$ cat src/core/rjb_pkg.sv
// Constants shared by the relative-jump and bit-set execute unit.
// Assumes a 16-bit instruction word, 21-bit byte program counter and 12-bit data space.
package rjb_pkg;

  localparam int PC_W   = 21;
  localparam int DA_W   = 12;
  localparam int IW_W   = 16;
  localparam int APB_AW = 8;

  // Opcode patterns
  localparam logic [7:0] OPC_JUMP_IF_NO_OVERFLOW = 8'he5;
  localparam logic [7:0] OPC_JUMP_IF_NONZERO     = 8'he1;
  localparam logic [4:0] OPC_RELATIVE_JUMP       = 5'h1a;
  localparam logic [3:0] OPC_SET_SINGLE_BIT      = 4'h8;

  // Field positions inside the instruction word
  localparam int OPC8_LSB   = 8;
  localparam int OPC5_LSB   = 11;
  localparam int OPC4_LSB   = 12;
  localparam int BIT_LSB    = 9;
  localparam int BANK_SEL   = 8;
  localparam int SHORT_N_W  = 8;
  localparam int LONG_N_W   = 11;

  // Data addressing
  localparam logic [7:0] INDEXED_MAX_F = 8'h5f;
  localparam logic [7:0] ACCESS_SPLIT  = 8'h80;
  localparam logic [3:0] ACCESS_LO_BNK = 4'h0;
  localparam logic [3:0] ACCESS_HI_BNK = 4'hf;

  // Register map (byte addresses)
  localparam logic [APB_AW-1:0] REG_CTRL       = 8'h00;
  localparam logic [APB_AW-1:0] REG_STATUS     = 8'h04;
  localparam logic [APB_AW-1:0] REG_JUMP_CNT   = 8'h08;
  localparam logic [APB_AW-1:0] REG_BITSET_CNT = 8'h0c;

  localparam int CTRL_EXEC_EN = 0;
  localparam int CTRL_EXT_EN  = 1;
  localparam logic [1:0] CTRL_RESET = 2'h0;

  typedef enum logic [1:0] {Q1, Q2, Q3, Q4} rjb_quarter_type;
  typedef enum logic {ST_EXEC, ST_FLUSH} rjb_state_type;
  typedef enum logic [2:0] {K_NONE, K_NOV, K_NZ, K_ALWAYS, K_BITSET, K_OTHER} rjb_kind_type;

endpackage

$ cat src/core/rjb_exec.sv
// Execute unit for the no-overflow jump, nonzero jump, unconditional jump and single-bit set.
// Assumes fetch, flags, bank pointer and data memory all run on clk_sys_i; memory read is combinational.
`timescale 1ns/10ps

module rjb_exec
  import rjb_pkg::*;
(
  input  wire logic                    clk_sys_i,
  input  wire logic                    rst_i,
  // Instruction fetch
  input  wire logic [rjb_pkg::IW_W-1:0] instr_i,
  input  wire logic                    instr_valid_i,
  output logic                         instr_ack_o,
  // Program counter, already incremented past the current instruction
  input  wire logic [rjb_pkg::PC_W-1:0] pc_i,
  output logic                         pc_load_o,
  output logic [rjb_pkg::PC_W-1:0]      pc_target_o,
  // Flags and bank state, read only
  input  wire logic                    overflow_i,
  input  wire logic                    zero_i,
  input  wire logic [3:0]              ram_bank_pointer_i,
  input  wire logic [rjb_pkg::DA_W-1:0] index_base_i,
  // Data memory
  output logic [rjb_pkg::DA_W-1:0]      mem_addr_o,
  output logic                         mem_rd_o,
  input  wire logic [7:0]              mem_rdata_i,
  output logic                         mem_wr_o,
  output logic [7:0]                   mem_wdata_o,
  output logic                         quarter_q1_o,
  // APB slave
  input  wire logic [rjb_pkg::APB_AW-1:0] paddr,
  input  wire logic                    psel,
  input  wire logic                    penable,
  input  wire logic                    pwrite,
  input  wire logic [31:0]             pwdata,
  output logic [31:0]                  prdata,
  output logic                         pready,
  output logic                         pslverr
);
  import rjb_pkg::*;

  rjb_quarter_type       q_q, q_d;
  rjb_state_type         st_q, st_d;
  logic [IW_W-1:0]       ir_q, ir_d;
  logic                  held_q, held_d;
  logic [DA_W-1:0]       addr_q, addr_d;
  logic                  rd_q, rd_d;
  logic                  wr_q, wr_d;
  logic [7:0]            wdata_q, wdata_d;
  logic                  load_q, load_d;
  logic [PC_W-1:0]       tgt_q, tgt_d;
  logic                  take_q, take_d;
  rjb_kind_type          kind_q, kind_d;
  logic [1:0]            ctrl_q, ctrl_d;
  logic [15:0]           jcnt_q, jcnt_d;
  logic [15:0]           bcnt_q, bcnt_d;
  logic [31:0]           rdat_q, rdat_d;
  logic                  err_q, err_d;

  rjb_kind_type          kind;
  logic [PC_W-1:0]       offset2;
  logic [7:0]            fsel;
  logic [7:0]            bit_mask;
  logic                  accept;

  // Decode of the held instruction
  always_comb
  begin
    kind = K_OTHER;
    if (ir_q[IW_W-1:OPC8_LSB] == OPC_JUMP_IF_NO_OVERFLOW)
      kind = K_NOV;
    else if (ir_q[IW_W-1:OPC8_LSB] == OPC_JUMP_IF_NONZERO)
      kind = K_NZ;
    else if (ir_q[IW_W-1:OPC5_LSB] == OPC_RELATIVE_JUMP)
      kind = K_ALWAYS;
    else if (ir_q[IW_W-1:OPC4_LSB] == OPC_SET_SINGLE_BIT)
      kind = K_BITSET;
  end

  // Signed offset doubled and sign extended to the PC width
  always_comb
  begin
    if (kind == K_ALWAYS)
      offset2 = {{(PC_W-LONG_N_W-1){ir_q[LONG_N_W-1]}}, ir_q[LONG_N_W-1:0], 1'b0};
    else
      offset2 = {{(PC_W-SHORT_N_W-1){ir_q[SHORT_N_W-1]}}, ir_q[SHORT_N_W-1:0], 1'b0};
  end

  assign fsel     = ir_q[7:0];
  assign bit_mask = 8'h01 << ir_q[BIT_LSB +: 3];

  // An instruction is only consumed in Q1 of a cycle that is not a flush cycle
  assign accept = (q_q == Q1) && (st_q == ST_EXEC) && ctrl_q[CTRL_EXEC_EN] && instr_valid_i;

  // Quarter phases, instruction cycle and flush state
  always_comb
  begin
    q_d     = q_q;
    st_d    = st_q;
    ir_d    = ir_q;
    held_d  = held_q;
    addr_d  = addr_q;
    rd_d    = 1'b0;
    wr_d    = 1'b0;
    wdata_d = wdata_q;
    load_d  = 1'b0;
    tgt_d   = tgt_q;
    take_d  = take_q;
    kind_d  = kind_q;
    jcnt_d  = jcnt_q;
    bcnt_d  = bcnt_q;
    case (q_q)
      Q1:
      begin
        q_d    = Q2;
        held_d = accept;
        take_d = 1'b0;
        if (accept)
          ir_d = instr_i;
      end
      Q2:
      begin
        q_d = Q3;
        if (held_q)
        begin
          kind_d = kind;
          if (kind == K_BITSET)
          begin
            rd_d = 1'b1;
            if (!ir_q[BANK_SEL] && ctrl_q[CTRL_EXT_EN] && (fsel <= INDEXED_MAX_F))
              addr_d = index_base_i + {4'h0, fsel};
            else if (ir_q[BANK_SEL])
              addr_d = {ram_bank_pointer_i, fsel};
            else if (fsel < ACCESS_SPLIT)
              addr_d = {ACCESS_LO_BNK, fsel};
            else
              addr_d = {ACCESS_HI_BNK, fsel};
          end
        end
      end
      Q3:
      begin
        q_d = Q4;
        if (held_q)
        begin
          // Flags are only sampled, never written back
          tgt_d = pc_i + offset2;
          case (kind_q)
            K_NOV:    take_d = !overflow_i;
            K_NZ:     take_d = !zero_i;
            K_ALWAYS: take_d = 1'b1;
            default:  take_d = 1'b0;
          endcase
          load_d = take_d;
          if (kind_q == K_BITSET)
          begin
            wdata_d = mem_rdata_i | bit_mask;
            wr_d    = 1'b1;
            bcnt_d  = bcnt_q + 16'h0001;
          end
          if (take_d)
            jcnt_d = jcnt_q + 16'h0001;
        end
      end
      Q4:
      begin
        q_d    = Q1;
        held_d = 1'b0;
        // A taken jump spends the next whole cycle doing nothing
        st_d   = take_q ? ST_FLUSH : ST_EXEC;
      end
      default:
      begin
        q_d = Q1;
      end
    endcase
  end

  always_ff @(posedge clk_sys_i)
  begin
    if (rst_i)
    begin
      q_q     <= Q1;
      st_q    <= ST_EXEC;
      ir_q    <= 16'h0000;
      held_q  <= 1'b0;
      addr_q  <= 12'h000;
      rd_q    <= 1'b0;
      wr_q    <= 1'b0;
      wdata_q <= 8'h00;
      load_q  <= 1'b0;
      tgt_q   <= 21'h000000;
      take_q  <= 1'b0;
      kind_q  <= K_NONE;
      jcnt_q  <= 16'h0000;
      bcnt_q  <= 16'h0000;
    end
    else
    begin
      q_q     <= q_d;
      st_q    <= st_d;
      ir_q    <= ir_d;
      held_q  <= held_d;
      addr_q  <= addr_d;
      rd_q    <= rd_d;
      wr_q    <= wr_d;
      wdata_q <= wdata_d;
      load_q  <= load_d;
      tgt_q   <= tgt_d;
      take_q  <= take_d;
      kind_q  <= kind_d;
      jcnt_q  <= jcnt_d;
      bcnt_q  <= bcnt_d;
    end
  end

  assign instr_ack_o  = accept;
  assign pc_load_o    = load_q;
  assign pc_target_o  = tgt_q;
  assign mem_addr_o   = addr_q;
  assign mem_rd_o     = rd_q;
  assign mem_wr_o     = wr_q;
  assign mem_wdata_o  = wdata_q;
  assign quarter_q1_o = (q_q == Q1);

  // APB: read data is latched in the setup phase so every access completes with no wait
  always_comb
  begin
    ctrl_d = ctrl_q;
    rdat_d = rdat_q;
    err_d  = err_q;
    if (psel && !penable)
    begin
      rdat_d = 32'h0000_0000;
      err_d  = 1'b0;
      if (paddr == REG_CTRL)
        rdat_d = {30'h0, ctrl_q};
      else if (paddr == REG_STATUS)
        rdat_d = {26'h0, kind_q, take_q, held_q, st_q == ST_FLUSH};
      else if (paddr == REG_JUMP_CNT)
        rdat_d = {16'h0, jcnt_q};
      else if (paddr == REG_BITSET_CNT)
        rdat_d = {16'h0, bcnt_q};
      else
        err_d = 1'b1;
    end
    if (psel && penable && pwrite && (paddr == REG_CTRL))
      ctrl_d = pwdata[1:0];
  end

  always_ff @(posedge clk_sys_i)
  begin
    if (rst_i)
    begin
      ctrl_q <= CTRL_RESET;
      rdat_q <= 32'h0000_0000;
      err_q  <= 1'b0;
    end
    else
    begin
      ctrl_q <= ctrl_d;
      rdat_q <= rdat_d;
      err_q  <= err_d;
    end
  end

  assign prdata  = rdat_q;
  assign pready  = 1'b1;
  assign pslverr = psel && penable && err_q;

endmodule

$ cat config.mk
export PLATFORM = sky130hd
export DESIGN_NAME = rjb_exec
export DESIGN_NICKNAME = d
export VERILOG_FILES = /design/src/core/rjb_pkg.sv /design/src/core/rjb_exec.sv
export SDC_FILE = /design/constraint.sdc
export NUM_CORES = 1
export LEC_CHECK = 0
export BUFFER_PORTS_ARGS = -buffer_cell sky130_fd_sc_hd__buf_4
export CORE_ASPECT_RATIO = 1.4
export CORE_MARGIN = 2
export CORE_UTILIZATION = 50
export CTS_CLUSTER_DIAMETER = 50
export DETAILED_ROUTE_END_ITERATION = 6
export PLACE_DENSITY = 0.78
export SYNTH_ARGS = -nofsm -noshare
export SYNTH_HDL_FRONTEND = slang
export SYNTH_SLANG_ARGS = --single-unit
$ cat constraint.sdc
create_clock -name clk_sys_i -period 3.9 [get_ports clk_sys_i]
set_input_delay 0.39 -clock clk_sys_i [delete_from_list [all_inputs] [get_ports clk_sys_i]]
set_output_delay 0.39 -clock clk_sys_i [all_outputs]
set_load 0.03 [all_outputs]
==> parameters.txt <==
Parameter                              Value

Outcome
  Result of the run ... finished clean

Power
  Pwr Density ... 368 nW/µm²
  Worst IR Drop VDD ... 292 µV
  Fraction of power consumed by sequential logic ... 41.6%
  Cell leakage power ... 3.31 nW
  Sw Share ... 23.3%
  Pwr Total ... 0.00296 W
  Internal power ... 0.00227 W
  Clock power frac ... 50.1%
  Power share of the combinational group ... 8.3%
  Net Switching ... 0.000688 W

Placed design
  Placement-stage cell area ... 7490 µm²
  Port Buf Inserts ... 141
  Worst slack, placed ... 0.658 ns
  Detailed-placement wirelength estimate ... 12.1 mm
  Routability-driven placement congestion ratio ... 0.832

Layout
  Final instance area ... 8040 µm²
  Synthesis-to-layout area growth ... 25.8%
  Count of antenna diodes in the layout ... 0
  Layout cells sized above 1 ... 21.0%
  Number of nets in the final layout ... 1,060
  Final core utilization ... 64.7%

Synthesis
  Proportion of synthesized flip-flops having asynchronous set or reset ... 0%
  Post-synth EDFFs ... 0
  Synthesized netlist cell count ... 785
  Post-Synth Simple-Gate Area ... 23.8%
  Cell area after synthesis ... 6390 µm²
  Average instance area after synthesis ... 8.14 µm²
  Parity-gate share of the synthesized area counting xor and xnor cells ... 5.76%
  Total of flip-flops plus latches after synthesis ... 119
  Mux contribution to synthesized area ... 3.41%
  Largest family of logic cells by synthesized area ... simple AND/OR/NAND/NOR gates
  Sequential share of the synthesized area ... 37.3%
  Number of library cell types mapped by synthesis ... 58
  Adder-cell share of the synthesized area ... 7.28%
  Flip-flop cell with the highest count after synthesis ... sky130_fd_sc_hd__dfxtp_1
  Compound-Gate Fraction of Synth Area ... 17.2%
  Yosys warns ... 0

Drt
  Violation count after the first detailed-routing iteration ... 305
  Number of routed nets with antenna violations ... 0
  Count of vias placed by the detailed router ... 6,098
  Average routed wire per standard cell ... 15.9 µm
  DR pass1 iterations ... 5
  Post-detailed-route DRC marker count ... 0
  Via density ... 5.66
  Aggregate routed wire length ... 17.1 mm

Global routing
  Tot GR Track Use ... 25.2%
  Pin count of the biggest net entering global routing ... 90
  First-pass GRT wire length ... 27.5 mm
  Leftover overflow at the end of global routing ... 0
  Number of global-route vias before repair ... 5,780
  Antenna violations before repair ... 0

Worst setup path
  Arrival @ worst endpoint ... 3.63 ns
  Nature of the critical path endpoint ... flip-flop
  Critical path class ... reg2reg
  Worst Setup Start Kind ... flip-flop
  Register-to-register path setup slack ... 0.60 ns
  Largest fanout of any net on the critical path ... 7
  Critical path required time ... 4.23 ns

CTS
  Clock net sink count ... 119
  Post-cts sizing count ... 0
  H-tree Lvls ... 4
  Post-cts hold buffer count ... 0
  CTS Root Buffer Type ... sky130_fd_sc_hd__clkbuf_16
  Buffer depth of the longest clock path ... 2
  Number of CTS-inserted buffers ... 17
  Clock transition at the register clock pins on the worst setup and hold paths after CTS ... 0.05 ns
  Clock tree from TritonCTS ... done
  Buffers inserted during post-CTS setup optimization ... 0
  Later-pin clock latency in the skew report ... 0.42 ns

Timing
  Setup skew after layout ... 0.00821 ns
  Max frequency ... 303 MHz
  Minimum setup slack in the final design ... 0.598 ns
  Time the final worst path needs with I/O delays and setup ... 3.30 ns
  Ratio of final minimum period to clock period ... 84.7%
  Transition time at the pin with the least slew margin ... 0.930 ns
  Count of endpoints failing setup in the final report ... 0
  Worst slew margin relative to its limit ... 38.0%
  Final Hold Viols ... 0
  Accumulated negative setup slack ... 0 ns
  RSZ-0062 raised after global routing ... no
  Slew Limit Fails ... 0

Die
  Die Wd ... 99.6 µm
  CORE AREA ... 12,400 µm²
  I/O pin count ... 189
  Die Area ... 13,700 µm²
  Chip Height ... 138 µm
  Count of standard-cell rows ... 48
  Starting density of the core ... 51.4%

Job
  Number of max-cap violations ... 0

Min path
  Worst hold path type ... in2reg
[final cells by class]
cell class / count / area [µm²]
timing repair buffer: 148 / 1110
tap: 150 / 188
clock inverter: 11 / 108
fill: 1081 / 4390
clock buffer: 20 / 447
inverter: 19 / 71.3
sequential: 119 / 2380
multi-input combinational: 610 / 3730
[synth_stat cells (3+ instances only)]
library cell	n	share of area [%]
sky130_fd_sc_hd__xnor2_1	24	3.3
sky130_fd_sc_hd__inv_1	18	1.1
sky130_fd_sc_hd__nor2_1	107	6.3
sky130_fd_sc_hd__ha_1	34	6.7
sky130_fd_sc_hd__nand2_1	102	6.0
sky130_fd_sc_hd__nand3_1	22	1.7
sky130_fd_sc_hd__xor2_1	18	2.5
sky130_fd_sc_hd__nand2b_1	9	0.88
sky130_fd_sc_hd__a21o_1	4	0.47
sky130_fd_sc_hd__dfxtp_1	119	37
sky130_fd_sc_hd__mux2_2	10	1.8
sky130_fd_sc_hd__o211ai_1	5	0.59
sky130_fd_sc_hd__o21a_1	6	0.70
sky130_fd_sc_hd__a221oi_1	4	0.55
sky130_fd_sc_hd__nand3b_1	3	0.35
sky130_fd_sc_hd__a22oi_1	12	1.4
sky130_fd_sc_hd__nand4_1	14	1.4
sky130_fd_sc_hd__buf_1	4	0.23
sky130_fd_sc_hd__a311oi_1	3	0.41
sky130_fd_sc_hd__a31oi_1	12	1.2
sky130_fd_sc_hd__nor3_1	22	1.7
sky130_fd_sc_hd__a21oi_1	67	5.2
sky130_fd_sc_hd__o311ai_0	4	0.55
sky130_fd_sc_hd__buf_4	17	2.0
sky130_fd_sc_hd__and3_1	8	0.78
sky130_fd_sc_hd__nand4b_1	3	0.41
sky130_fd_sc_hd__o31ai_1	3	0.35
sky130_fd_sc_hd__clkbuf_1	31	1.8
sky130_fd_sc_hd__o21ai_0	18	1.4
sky130_fd_sc_hd__mux2i_1	6	0.94
sky130_fd_sc_hd__and2_1	6	0.59
sky130_fd_sc_hd__or3_1	8	0.78
sky130_fd_sc_hd__nor2b_1	12	1.2
sky130_fd_sc_hd__a211oi_1	16	1.9
[power by group through the flow]
stage          sequential (W)  combinational, W  clock [W]
3_5_place_dp          0.00126          0.000240          0
6_report              0.00123          0.000246    0.00148
4_1_cts               0.00123          0.000243    0.00150
5_1_grt               0.00123          0.000267    0.00156
2_1_floorplan         0.00125          0.000157          0
3_3_place_gp          0.00126          0.000239          0
[critical path: stages, from the launching register on]
cell and delay [ns]:
sky130_fd_sc_hd__dfxtp_1 0.40, sky130_fd_sc_hd__nor2b_1 0.16, sky130_fd_sc_hd__nand4_1 0.22, sky130_fd_sc_hd__o21ai_0 0.48
sky130_fd_sc_hd__ha_1 0.42, sky130_fd_sc_hd__a21oi_1 0.23, sky130_fd_sc_hd__o21ai_0 0.13, sky130_fd_sc_hd__a21o_1 0.19
sky130_fd_sc_hd__a221oi_1 0.44, sky130_fd_sc_hd__o21ai_0 0.21, sky130_fd_sc_hd__xnor2_1 0.15, sky130_fd_sc_hd__o31ai_1 0.17
[sequential cells by signal, summed over array words and instances, names as in the netlist]
signal and flops:
mem_wdata_o 8, mem_wr_o 1, held_q 1, jcnt_q 16
q_q 2, kind_q 3, take_q 1, st_q 1
ir_q 16, mem_rd_o 1, err_q 1, mem_addr_o 12
pc_target_o 21, pc_load_o 1, bcnt_q 16, prdata 16
ctrl_q 2
[layout by cell type (no fill, tap or decap), drive strengths merged, types with 20 or more instances in the layout]
master | netlist | routed
ha | 34 | 34
nor3 | 22 | 22
a21oi | 67 | 67
xnor2 | 24 | 24
nand2 | 102 | 102
buf | 21 | 148
nand3 | 23 | 23
dfxtp | 119 | 119
clkbuf | 31 | 20
nor2 | 107 | 107
[per-layer routing]
metal | track usage (%) | part of all wire [%] | vias up
met5 | 0 | 0 | -
met4 | 10.2 | 2.6 | 0
met3 | 5.94 | 5.5 | 29
met2 | 45.3 | 53 | 226
met1 | 28.5 | 39 | 2854
li1 | - | - | 2989
[stage by stage]
| step | hold slack [ns] | cells |
|---|---|---|
| after floorplan | 0.445 | 800 |
| after global placement | 0.438 | 1046 |
| after detailed placement | 0.446 | 1046 |
| after CTS | 0.199 | 1077 |
| after global routing | 0.223 | 1077 |
| final | 0.206 | 1077 |
[cell families (layout without fill, tap and decap cells)]
family / Yosys count / after routing
and+or+nand+nor: 328 / 328
AOI/OAI and AO/OA: 169 / 169
DFF: 119 / 119
buffers and inverters: 71 / 198
xor gates and xnor gates: 42 / 42
adders and majority gates: 36 / 36
muxes: 18 / 18
other: 2 / 17
[path summary, 6_finish.rpt]
check / startpoint / endpoint / cells after the start
worst max-delay path: ir_q[14] / pc_target_o[19] / 11
worst min register to register: pc_target_o[14] / pc_target_o[14] / 2
worst max register to register: ir_q[14] / pc_target_o[19] / 11
worst min-delay path: pwdata[0] / ctrl_q[0] / 3
Note: power is estimated with default switching activity, not from simulation.
